File: config.mk
export PLATFORM = sky130hd
export DESIGN_NAME = ssr_receiver
export DESIGN_NICKNAME = d
export VERILOG_FILES = /design/src/rtl/ssr_pkg.sv /design/src/rtl/ssr_fifo_if.sv /design/src/rtl/ssr_sync3.sv /design/src/rtl/ssr_fifo.sv /design/src/rtl/ssr_receiver.sv
export SDC_FILE = /design/constraint.sdc
export NUM_CORES = 1
export LEC_CHECK = 0
export ABC_AREA = 1
export BUFFER_PORTS_ARGS = -buffer_cell sky130_fd_sc_hd__buf_4
export CAP_MARGIN = 20
export CORE_ASPECT_RATIO = 1.2
export CORE_UTILIZATION = 60
export DETAILED_ROUTE_END_ITERATION = 8
export PLACE_DENSITY = 0.78
export SLEW_MARGIN = 20
export SYNTH_ARGS = -nofsm -noshare
export SYNTH_HDL_FRONTEND = slang
export SYNTH_SLANG_ARGS = --single-unit
File: constraint.sdc
create_clock -name clock_i -period 2.5 [get_ports clock_i]
set_input_delay 0.5 -clock clock_i [delete_from_list [all_inputs] [get_ports clock_i]]
set_output_delay 0.5 -clock clock_i [all_outputs]
set_load 0.005 [all_outputs]
File: src/rtl/ssr_pkg.sv
package ssr_pkg;

  // ***********************************************************************
  // Word and buffer sizes
  // ***********************************************************************
  localparam int WORD_W = 8;                  // Widest received word
  localparam int FIFO_DEPTH = 8;              // Words queued ahead of the buffer
  localparam int BITCNT_W = 4;                // Holds counts up to eight

  // ***********************************************************************
  // Receive length field
  // ***********************************************************************
  localparam logic [BITCNT_W-1:0] LEN_FULL = 4'h8;   // Length select low: 8 bits
  localparam logic [BITCNT_W-1:0] LEN_SHORT = 4'h7;  // Length select high: 7 bits

  // ***********************************************************************
  // Divide-by-four baud counter phases
  // ***********************************************************************
  localparam logic [1:0] CNT_START = 2'h3;    // Idle and start value, pin high
  localparam logic [1:0] PHASE_SAMPLE = 2'h0; // First count cycle: sample data
  localparam logic [1:0] PHASE_SHIFT = 2'h1;  // Second count cycle: shift data
  localparam int CNT_MSB = 1;                 // Counter bit that drives the pin

  // ***********************************************************************
  // Controller states, one-hot
  // ***********************************************************************
  typedef enum logic [2:0] {
    ST_IDLE  = 3'b001,                        // No reception enabled
    ST_STALL = 3'b010,                        // Enabled, waiting for queue room
    ST_RUN   = 3'b100                         // Clocking bits in
  } ssr_state_e;

  // ***********************************************************************
  // Registered state of the receiver, apart from the queue and the pin synchroniser
  // ***********************************************************************
  typedef struct packed {
    ssr_state_e state;                        // Controller state
    logic [1:0] cnt;                          // Baud counter
    logic sample;                             // Bit caught in the sample phase
    logic [WORD_W-1:0] shreg;                 // Receive shift register
    logic [BITCNT_W-1:0] bits;                // Bits shifted so far
    logic enable;                             // Receive enable bit
    logic done;                               // Receive done flag
    logic overrun;                            // Overrun error flag
    logic [WORD_W-1:0] buf_data;              // Serial buffer register
    logic buf_valid;                          // Buffer holds an unread word
    logic push;                               // Word offered to the queue
    logic [WORD_W-1:0] push_data;             // Word being offered
    logic clk_prev;                           // Last filtered clock pin level
  } ssr_rx_s;

  localparam ssr_rx_s RX_RESET = '{
    state: ST_IDLE,
    cnt: CNT_START,
    sample: 1'b0,
    shreg: 8'h00,
    bits: 4'h0,
    enable: 1'b0,
    done: 1'b0,
    overrun: 1'b0,
    buf_data: 8'h00,
    buf_valid: 1'b0,
    push: 1'b0,
    push_data: 8'h00,
    clk_prev: 1'b1
  };

  // ***********************************************************************
  // Helpers
  // ***********************************************************************
  // Bits in a word for the given length select
  function automatic logic [BITCNT_W-1:0] ssr_len(input logic short_sel);
    ssr_len = short_sel ? LEN_SHORT : LEN_FULL;
  endfunction

  // Shift one bit in from the top, so the first bit ends lowest
  function automatic logic [WORD_W-1:0] ssr_shift(input logic [WORD_W-1:0] sh, input logic bit_in);
    ssr_shift = {bit_in, sh[WORD_W-1:1]};
  endfunction

endpackage

File: src/rtl/ssr_fifo_if.sv
`timescale 1ns/1ps
`default_nettype none

// ***********************************************************************
// Valid/ready word channel through the receive queue
// ***********************************************************************
interface ssr_fifo_if #(
  parameter int WIDTH = 8
);
  logic in_valid;                             // Producer offers a word
  logic in_ready;                             // Queue has room
  logic [WIDTH-1:0] in_data;                  // Offered word
  logic out_valid;                            // Queue holds a word
  logic out_ready;                            // Consumer takes the word
  logic [WIDTH-1:0] out_data;                 // Oldest word

  modport fifo (input in_valid, in_data, out_ready, output in_ready, out_valid, out_data);
  modport user (output in_valid, in_data, out_ready, input in_ready, out_valid, out_data);
endinterface

`default_nettype wire

File: src/rtl/ssr_sync3.sv
`timescale 1ns/1ps
`default_nettype none

// ***********************************************************************
// Three-stage pin synchroniser with agreement filter
// ***********************************************************************
module ssr_sync3 #(
  parameter int WIDTH = 2,
  parameter logic [WIDTH-1:0] INIT = '1
) (
  input wire logic clock_i,
  input wire logic resetn_i,
  input wire logic [WIDTH-1:0] pin_i,
  output logic [WIDTH-1:0] level_o
);

  typedef struct packed {
    logic [WIDTH-1:0] s1;                     // First stage, read only by s2
    logic [WIDTH-1:0] s2;                     // Second stage
    logic [WIDTH-1:0] s3;                     // Third stage
    logic [WIDTH-1:0] level;                  // Accepted level
  } ssr_sync_s;

  ssr_sync_s s_r;
  ssr_sync_s s_nxt;

  // Next state: a bit changes once stages two and three agree
  always_comb begin
    s_nxt = s_r;
    s_nxt.s1 = pin_i;
    s_nxt.s2 = s_r.s1;
    s_nxt.s3 = s_r.s2;
    for (int i = 0; i < WIDTH; i++) begin
      if (s_r.s2[i] == s_r.s3[i]) begin
        s_nxt.level[i] = s_r.s3[i];
      end
    end
  end

  // State register
  always_ff @(posedge clock_i or negedge resetn_i) begin
    if (!resetn_i) begin
      s_r <= '{s1: INIT, s2: INIT, s3: INIT, level: INIT};
    end else begin
      s_r <= s_nxt;
    end
  end

  assign level_o = s_r.level;

endmodule

`default_nettype wire

File: src/rtl/ssr_fifo.sv
`timescale 1ns/1ps
`default_nettype none

// ***********************************************************************
// Receive word queue
// ***********************************************************************
module ssr_fifo #(
  parameter int WIDTH = 8,
  parameter int DEPTH = 8
) (
  input wire logic clock_i,
  input wire logic resetn_i,
  ssr_fifo_if.fifo q
);

  localparam int AW = $clog2(DEPTH);

  typedef struct packed {
    logic [AW:0] wr;                          // Write pointer with wrap bit
    logic [AW:0] rd;                          // Read pointer with wrap bit
  } ssr_ptr_s;

  ssr_ptr_s s_r;
  ssr_ptr_s s_nxt;
  logic [WIDTH-1:0] mem [DEPTH];              // Word storage
  logic full;
  logic empty;
  logic do_wr;
  logic do_rd;

  // Honest full and empty from the pointers
  assign empty = (s_r.wr == s_r.rd);
  assign full = (s_r.wr[AW] != s_r.rd[AW]) && (s_r.wr[AW-1:0] == s_r.rd[AW-1:0]);
  assign q.in_ready = !full;
  assign q.out_valid = !empty;
  assign q.out_data = mem[s_r.rd[AW-1:0]];
  assign do_wr = q.in_valid && !full;
  assign do_rd = q.out_ready && !empty;

  // Pointer advance
  always_comb begin
    s_nxt = s_r;
    if (do_wr) begin
      s_nxt.wr = s_r.wr + 1'b1;
    end
    if (do_rd) begin
      s_nxt.rd = s_r.rd + 1'b1;
    end
  end

  // Pointer register
  always_ff @(posedge clock_i or negedge resetn_i) begin
    if (!resetn_i) begin
      s_r <= '0;
    end else begin
      s_r <= s_nxt;
    end
  end

  // Storage, no reset needed
  always_ff @(posedge clock_i) begin
    if (do_wr) begin
      mem[s_r.wr[AW-1:0]] <= q.in_data;
    end
  end

endmodule

`default_nettype wire

File: src/rtl/ssr_receiver.sv
`timescale 1ns/1ps
`default_nettype none

module ssr_receiver
  import ssr_pkg::*;
#(
  parameter int DEPTH = FIFO_DEPTH
) (
  input wire logic clock_i,
  input wire logic resetn_i,
  input wire logic baud_tick_i,
  input wire logic receive_slave_select_i,
  input wire logic receive_enable_set_i,
  input wire logic receive_length_select_i,
  input wire logic rxd_i,
  input wire logic receive_clock_pin_i,
  output logic receive_clock_pin_o,
  output logic receive_clock_pin_oe_o,
  output logic receive_enable_bit_o,
  output logic receive_stall_o,
  output logic [WORD_W-1:0] serial_buffer_reg_o,
  output logic buffer_valid_o,
  input wire logic buffer_read_i,
  output logic receive_done_flag_o,
  output logic overrun_error_flag_o,
  input wire logic status_clear_i
);

  // ***********************************************************************
  // Declarations
  // ***********************************************************************
  ssr_rx_s s_r;                               // Registered state
  ssr_rx_s s_nxt;                             // Next state
  logic [1:0] pins;                           // Filtered pins: {clock, data}
  logic rxd_s;                                // Filtered data pin
  logic rxc_s;                                // Filtered clock pin
  logic room;                                 // Queue can take a word now
  logic got_bit;                              // A bit enters the shift register
  logic bit_val;                              // Value of that bit
  logic [WORD_W-1:0] sh_new;                  // Shift register after the bit
  logic [BITCNT_W-1:0] bits_new;              // Bit count after the bit
  logic [WORD_W-1:0] word;                    // Finished word, right aligned

  ssr_fifo_if #(.WIDTH(WORD_W)) q ();

  // ***********************************************************************
  // Pin synchronisers and word queue
  // ***********************************************************************
  ssr_sync3 #(
    .WIDTH(2),
    .INIT(2'h3)
  ) u_sync (
    .clock_i(clock_i),
    .resetn_i(resetn_i),
    .pin_i({receive_clock_pin_i, rxd_i}),
    .level_o(pins)
  );

  ssr_fifo #(
    .WIDTH(WORD_W),
    .DEPTH(DEPTH)
  ) u_fifo (
    .clock_i(clock_i),
    .resetn_i(resetn_i),
    .q(q)
  );

  assign rxd_s = pins[0];
  assign rxc_s = pins[1];

  // Queue input is fed from the registered push
  assign q.in_valid = s_r.push;
  assign q.in_data = s_r.push_data;
  // Buffer takes a word when empty or being read this cycle
  assign q.out_ready = !s_r.buf_valid || buffer_read_i;
  // Room only if no push is still in flight
  assign room = q.in_ready && !s_r.push;

  // ***********************************************************************
  // Bit engine
  // ***********************************************************************
  // Picks where the next bit comes from in the chosen sync mode
  always_comb begin
    got_bit = 1'b0;
    bit_val = 1'b0;
    if (s_r.state == ST_RUN) begin
      if (!receive_slave_select_i) begin
        // Master: shift the held sample in the second count cycle
        if (baud_tick_i && (s_r.cnt == PHASE_SHIFT)) begin
          got_bit = 1'b1;
          bit_val = s_r.sample;
        end
      end else begin
        // Slave: falling edge of the external clock takes the data
        if (s_r.clk_prev && !rxc_s) begin
          got_bit = 1'b1;
          bit_val = rxd_s;
        end
      end
    end
  end

  // Shifted value, count and aligned word
  always_comb begin
    sh_new = ssr_shift(s_r.shreg, bit_val);
    bits_new = s_r.bits + 4'h1;
    if (receive_length_select_i) begin
      // Seven bits sit in the top; move them down to bit zero
      word = {1'b0, sh_new[WORD_W-1:1]};
    end else begin
      word = sh_new;
    end
  end

  // ***********************************************************************
  // Next-state logic
  // ***********************************************************************
  always_comb begin
    s_nxt = s_r;
    s_nxt.push = 1'b0;
    s_nxt.clk_prev = rxc_s;

    // Software clears the flags; a set later in this block wins
    if (status_clear_i) begin
      s_nxt.done = 1'b0;
      s_nxt.overrun = 1'b0;
    end

    // Buffer refill from the queue, or release on read
    if (q.out_valid && q.out_ready) begin
      s_nxt.buf_data = q.out_data;
      s_nxt.buf_valid = 1'b1;
    end else if (buffer_read_i) begin
      s_nxt.buf_valid = 1'b0;
    end

    unique case (s_r.state)
      ST_IDLE: begin
        // Writing one to enable arms a reception
        if (receive_enable_set_i) begin
          s_nxt.enable = 1'b1;
          s_nxt.cnt = CNT_START;
          s_nxt.bits = 4'h0;
          s_nxt.shreg = 8'h00;
          // Back-pressure: hold off clocking while the queue is full
          s_nxt.state = room ? ST_RUN : ST_STALL;
        end
      end
      ST_STALL: begin
        // Start as soon as a queue slot is free
        if (room) begin
          s_nxt.state = ST_RUN;
        end
      end
      ST_RUN: begin
        // Divide-by-four counter runs on baud ticks in master mode
        if (!receive_slave_select_i && baud_tick_i) begin
          s_nxt.cnt = s_r.cnt + 2'h1;
          if (s_r.cnt == PHASE_SAMPLE) begin
            s_nxt.sample = rxd_s;
          end
        end
        // A bit arrives
        if (got_bit) begin
          s_nxt.shreg = sh_new;
          s_nxt.bits = bits_new;
          // Enough bits for the chosen length ends the reception
          if (bits_new == ssr_len(receive_length_select_i)) begin
            s_nxt.push = 1'b1;
            s_nxt.push_data = word;
            s_nxt.done = 1'b1;
            // Previous word still unacknowledged: report overrun
            if (s_r.done) begin
              s_nxt.overrun = 1'b1;
            end
            // Hardware drops enable, stopping the clock
            s_nxt.enable = 1'b0;
            s_nxt.cnt = CNT_START;
            s_nxt.state = ST_IDLE;
          end
        end
      end
    endcase
  end

  // ***********************************************************************
  // State register
  // ***********************************************************************
  always_ff @(posedge clock_i or negedge resetn_i) begin
    if (!resetn_i) begin
      s_r <= RX_RESET;
    end else begin
      s_r <= s_nxt;
    end
  end

  // ***********************************************************************
  // Outputs
  // ***********************************************************************
  // Counter top bit is the clock; idle value keeps the pin high
  assign receive_clock_pin_o = s_r.cnt[CNT_MSB];
  // Pin driven only when this end is master
  assign receive_clock_pin_oe_o = !receive_slave_select_i;
  assign receive_enable_bit_o = s_r.enable;
  assign receive_stall_o = (s_r.state == ST_STALL);
  assign serial_buffer_reg_o = s_r.buf_data;
  assign buffer_valid_o = s_r.buf_valid;
  assign receive_done_flag_o = s_r.done;
  assign overrun_error_flag_o = s_r.overrun;

endmodule

`default_nettype wire

==> impl_metrics.ini, run 1 <==
[clocking]
cts-buffers-inserted = 17
clockBufferDepth = 2
cts_tree = built
cts.sink_count = 119
htreeDepth = 4
hold_buffers = 0
clkLatencyLatePin_ns = 0.53
post-cts-setup-buffer-count = 0
root_buffer = clkbuf_8
clk_pin_slew_ns = 0.06
ctsResizeCount = 0

[place]
gp_congestion = 0.912
placed_area_sq_um = 5380
place_hpwl_mm = 7.02
numPortBuffers = 24

[timing]
tightest_slew_ns = 0.685
skew_ns = 0.00752
final_hold_viol_count = 1
setup_viol = 0
slew_violations = 0
fmax_ghz = 0.439
hold_slack_ns = -0.000496
setup_tns_ns = 0
timing.final.crit_share_pct = 91.1
min_period_ns = 2.28
rsz0062_at_grt = false
slew_headroom_pct = 54.4

[worst_setup_path]
critical_path.top_delay_family = simple AND/OR/NAND/NOR gates
path_common_cell = nand2_1
path_class = flop to flop
path_buf_inv = 2
required_ns = 2.65
worstPathArrival_ns = 2.43
cp-start-kind = flop
end_kind = flop
worst-path-max-fanout = 13
slowest_delay_ns = 0.58
worstPathCellList = inv_2 > nand2_1 > nand2_1 > nand4_1 > nand2_2 > inv_2 > nand2_1 > nor2_1
cp_slowest_cell = dfrtp_1

[synth]
syn_nets = 528
ys_ff_latch = 119
ys_seq_area_share_pct = 64.1
synthXorXnorAreaFrac_pct = 0.847
syn_avg_cell_area_sq_um = 10.1
synth.distinct_cells = 30
synthAdderAreaFrac_pct = 1.60
synth-compound-area-share_pct = 9.18
syn_inst = 513
yosys.area_share.simple_pct = 17.8
yosysWarnings = 0
synth_top_family_by_area = simple AND/OR/NAND/NOR gates
syn_area_sq_um = 5170
synthMuxAreaShare_pct = 0

[cells_and_area]
nFillCells = 550
post-route-cell-area_sq_um = 5960
antennaDiodeCount = 0
nets = 553
final_util_pct = 72.3
drive_gt1_share_pct = 17.8
area_delta_synth_final_pct = 15.3
final_cell_mix = nand2_1 (132), nor2_1 (67), edfxtp_1 (64)
final_common_cell = nand2_1

[grt]
grtUsageTotal_pct = 26.5
grt_pass1_wl_mm = 17.3
antenna_found_initial = 0
grt_pass1_vias = 3541
overflow = 0
grt_max_degree = 56

[routing]
ant_nets = 0
routed_wl_mm = 10.8
avgRoutedWirePerCell_microns = 16.2
drc = 0
num_vias = 3640
drt_iter0_markers = 455
via_per_inst = 5.48
firstDrtPassIters = 5

[power]
power.density_nw_per_um2 = 1200
swShare_pct = 34.2
leakagePower_nw = 2.58
clkPwrFrac_pct = 33.0
peakVddDrop_mv = 0.590
internal_power_mw = 4.69
power_switching_mw = 2.43
seqPwrFrac_pct = 39.5
pwr-share-comb_pct = 27.5

[floorplan]
die_width_microns = 86.7
io_pins = 25
fp.dieArea_sq_um = 8990
rows = 36
core-area_sq_um = 8240
die_h_microns = 104
start_util_pct = 62.7

[flow_run]
drv_cap = 0

[hold_path]
hp-class = input pin to asynchronous set/reset pin

[status]
status = complete, but fails checks
violations = negative hold slack
[worst paths after layout]
kind / from / endpoint / slack [ns] / depth (start not counted)
max reg2reg: u_fifo.s_r[2] / u_fifo.mem[5][4] / 0.22 / 8
min in group clock_i: receive_clock_pin_i / u_sync.s_nxt[5] / 0.08 / 1
min: resetn_i / serial_buffer_reg_o[4] / -0.0005 / 1
max: u_fifo.s_r[2] / u_fifo.mem[5][4] / 0.22 / 8
max in group asynchronous: resetn_i / s_r[23] / 2.02 / 1
min reg2reg: u_sync.s_nxt[4] / u_sync.s_nxt[2] / 0.35 / 0
[state kept, by name, summed over array words and instances, names as in the netlist, 2 cells and up]
signal               cells
u_fifo.mem              64
s_r                     17
q.in_data                8
serial_buffer_reg_o      8
u_fifo.s_r               8
u_sync.s_nxt             4
u_sync.level_o           2
u_sync.s_r               2
[synthesized netlist by cell type]
| cell type | n | share of area (%) |
|---|---|---|
| edfxtp_1 | 64 | 37 |
| o21ai_1 | 14 | 1.4 |
| inv_1 | 35 | 2.5 |
| xnor2_1 | 3 | 0.51 |
| nand2_8 | 1 | 0.39 |
| dfstp_2 | 12 | 6.1 |
| buf_8 | 1 | 0.29 |
| dfrtp_1 | 43 | 21 |
| o22ai_1 | 8 | 0.97 |
| a21oi_1 | 4 | 0.39 |
| a211oi_1 | 1 | 0.15 |
| nand3_1 | 12 | 1.2 |
| nand2_4 | 1 | 0.22 |
| clkbuf_1 | 3 | 0.22 |
| ha_1 | 5 | 1.2 |
| buf_6 | 1 | 0.22 |
| nand2_1 | 132 | 9.6 |
| nor2_1 | 67 | 4.9 |
| buf_2 | 10 | 0.97 |
| nand3_2 | 1 | 0.19 |
| nand2_2 | 6 | 0.73 |
| xor2_1 | 2 | 0.34 |
| o21ai_2 | 7 | 1.2 |
| nor2_2 | 1 | 0.12 |
| inv_2 | 10 | 0.73 |
| maj3_1 | 2 | 0.39 |
| o21ai_0 | 53 | 5.1 |
| nand4_1 | 3 | 0.36 |
| nor2_4 | 1 | 0.22 |
| buf_4 | 10 | 1.5 |
[final cells by class]
type | instances | area (sq um) | area share [%]
flip-flops and latches | 119 | 3310 | 55.6
clock inverters | 11 | 131 | 2.21
multi-input cells | 324 | 1520 | 25.6
clock buffers | 20 | 445 | 7.48
repair buffers | 31 | 233 | 3.91
inverters | 45 | 169 | 2.84
well taps | 114 | 143 | 2.39
[cell families after synthesis]
family	Yosys count
buffers and inverters	70
DFF	119
and+or+nand+nor	225
adders and majority gates	7
AOI/OAI and AO/OA	87
xor gates and xnor gates	5
[metal layers]
metal | part of all wire, % | up-vias | routed length, microns | GRT usage (%)
met5 | 0 | - | 0 | 0
met4 | 3.8 | 0 | 404 | 13.9
met3 | 6.5 | 29 | 696 | 8.45
met2 | 52 | 164 | 5600 | 43.3
met1 | 38 | 1716 | 4070 | 30.9
li1 | - | 1731 | - | -
[power by group through the flow]
stage          sequential [mW]  clock [mW]  combinational, mW
2_1_floorplan             2.68           0               1.52
5_1_grt                   2.84        2.46               2.21
4_1_cts                   2.81        2.37               1.95
3_3_place_gp              2.82           0               1.87
6_report                  2.81        2.35               1.96
3_5_place_dp              2.84           0               1.91
[per-stage QoR]
stage	setup WS, ns	instances	hold slack, ns	total power [mW]
after global placement	0.395	633	0.347	4.69
after floorplan	0.738	513	0.204	4.20
after global routing	0.0310	664	0.0549	7.51
after CTS	0.234	664	0.0268	7.13
after detailed placement	0.271	633	0.347	4.75
final	0.223	664	-0.000496	7.12
Power figures use the tool's default switching activity.
==> inputs of run 2 (changes only) <==
--- a/config.mk
+++ b/config.mk
@@ -7,11 +7,10 @@
 export LEC_CHECK = 0
 export ABC_AREA = 1
 export BUFFER_PORTS_ARGS = -buffer_cell sky130_fd_sc_hd__buf_4
-export CAP_MARGIN = 20
 export CORE_ASPECT_RATIO = 1.2
-export CORE_UTILIZATION = 60
+export CORE_UTILIZATION = 55
 export DETAILED_ROUTE_END_ITERATION = 8
-export PLACE_DENSITY = 0.78
+export PLACE_DENSITY = 0.75
 export SLEW_MARGIN = 20
 export SYNTH_ARGS = -nofsm -noshare
 export SYNTH_HDL_FRONTEND = slang
==> constraint.sdc (replaced) <==
create_clock -name clock_i -period 1.87 [get_ports clock_i]
set_input_delay 0.374 -clock clock_i [delete_from_list [all_inputs] [get_ports clock_i]]
set_output_delay 0.374 -clock clock_i [all_outputs]
set_load 0.005 [all_outputs]
==> impl_metrics.ini, run 2 (synthesized netlist as in run 1, its figures left out) <==
[floorplan]
fp.dieArea_sq_um = 9790
rows = 38
core-area_sq_um = 9080
die_h_microns = 108
start_util_pct = 56.9
io_pins = 25
die_width_microns = 90.5

[cells_and_area]
largest_reg_flops = 64
nets = 565
final_cell_mix = nand2_1 (132), nor2_1 (67), edfxtp_1 (64)
final_util_pct = 66.9
seq_area_sq_um = 3320
multi_input_area_sq_um = 1520
drive_gt1_share_pct = 19.7
nFillCells = 711
final_cells = 683
antennaDiodeCount = 0
final_common_cell = nand2_1
area_delta_synth_final_pct = 17.6

[power]
internal_power_mw = 6.36
swShare_pct = 33.3
power_switching_mw = 3.18
clkPwrFrac_pct = 33.4
seqPwrFrac_pct = 39.0
power.density_nw_per_um2 = 1570
pwr-share-comb_pct = 27.6
leakagePower_nw = 2.65
peakVddDrop_mv = 0.805
p_total_mw = 9.54

[routing]
routed_wl_mm = 10.5
ant_nets = 0
avgRoutedWirePerCell_microns = 15.4
drc = 0
drt_iter0_markers = 262
num_vias = 3600
firstDrtPassIters = 5
via_per_inst = 5.27

[timing]
final_hold_viol_count = 0
fin_ws_ns = 0.120
fmax_ghz = 0.571
setup_viol = 0
slew_headroom_pct = 53.9
rsz0062_at_grt = false
setup_tns_ns = 0
skew_ns = 0.00779
tightest_slew_ns = 0.692
timing.final.crit_share_pct = 93.6
slew_violations = 0
min_period_ns = 1.75

[clocking]
htreeDepth = 4
clockBufferDepth = 2
cts_tree = built
clk_pin_slew_ns = 0.06
cts-buffers-inserted = 17
clkLatencyLatePin_ns = 0.52
root_buffer = clkbuf_8
cts.sink_count = 119

[worst_setup_path]
worstPathCellList = inv_1 > nand3_1 > inv_1 > buf_4
end_kind = primary output
slowest_delay_ns = 0.53
cp_slowest_cell = dfstp_2
required_ns = 1.50
rrSetupSlack_ns = 0.12
cp-start-kind = flop
worstPathArrival_ns = 1.38
worst-path-max-fanout = 2
path_class = flop to primary output
path_common_cell = inv_1

[place]
place_hpwl_mm = 6.94
pre_cts_ws_ns = 0.143
numPortBuffers = 24
gp_congestion = 0.824
dp.cells = 648

[hold_path]
hp-class = input pin to flop

[grt]
grt.busiest_layer = met2
grt_use_met1_pct = 26.5
use_met2_pct = 39.9
antenna_found_initial = 0
overflow = 0
grt_max_degree = 56
grt_pass1_wl_mm = 16.7
grtUsageTotal_pct = 23.3
use_met3_pct = 6.19
grt_pass1_vias = 3488

[status]
status = finished, final reports clean

[flow_run]
drv_cap = 0
[run 2: changes by cell type in the layout (fill, tap and decap cells not counted), sizes merged]
cell	change
clkinv	+2
dlygate4sd3	+3
buf	+9
clkinvlp	-2
clkbuf	+1
[run 2: power by group through the flow]
stage / logic (mW) / clock network (mW) / registers (mW)
after global routing: 3.00 / 3.35 / 3.76
after detailed placement: 2.61 / 0 / 3.76
final: 2.63 / 3.19 / 3.72
after floorplan: 2.04 / 0 / 3.58
after CTS: 2.65 / 3.22 / 3.72
after global placement: 2.54 / 0 / 3.73
[run 2: what timing repair did]
| action | 4_1_cts | 5_1_grt |
|---|---|---|
| setup buffers | 0 | 0 |
| hold buffers | 3 | 0 |
| gates resized for setup | 0 | 2 |
| endpoints found under the setup margin | 0 | 22 |
| endpoints found under the hold margin | 45 | 0 |
[run 2: path summary, 6_finish.rpt]
path	start	to	cells past startpoint
worst max-delay path	s_r[37]	receive_stall_o	4
worst min-delay path	status_clear_i	overrun_error_flag_o	4
worst max register to register	u_fifo.s_r[0]	u_fifo.mem[0][5]	9
worst min register to register	u_sync.s_nxt[5]	u_sync.s_nxt[3]	0
max in group asynchronous	resetn_i	u_fifo.s_r[6]	2
min in group asynchronous	resetn_i	serial_buffer_reg_o[4]	2
[run 2: cell type report]
| class | count | area share (%) |
|---|---|---|
| tap | 120 | 2.47 |
| inverter | 45 | 2.78 |
| sequential | 119 | 54.6 |
| multi-input combinational | 324 | 25.1 |
| clock inverter | 11 | 2.10 |
| clock buffer | 21 | 7.56 |
| timing repair buffer | 43 | 5.44 |
[run 2: critical path, delay by kind of cell (launching register included)]
| kind | cells | cell delay [ns] |
|---|---|---|
| flip-flops | 1 | 0.53 |
| buffers and inverters | 3 | 0.25 |
| AND/OR/NAND/NOR | 1 | 0.08 |
[run 2: through the flow]
stage                     hold WS [ns]  instance area [sq um]
final                           0.0973                   6070
after global routing            0.0941                   6070
after CTS                       0.0812                   6070
after detailed placement         0.348                   5460
after global placement           0.347                   5460
after floorplan                 0.0784                   5170
[run 2: layer usage]
layer	routed length, microns	up-vias
li1	-	1756
met1	4180	1693
met2	5480	118
met3	508	33
met4	361	0
met5	0	-
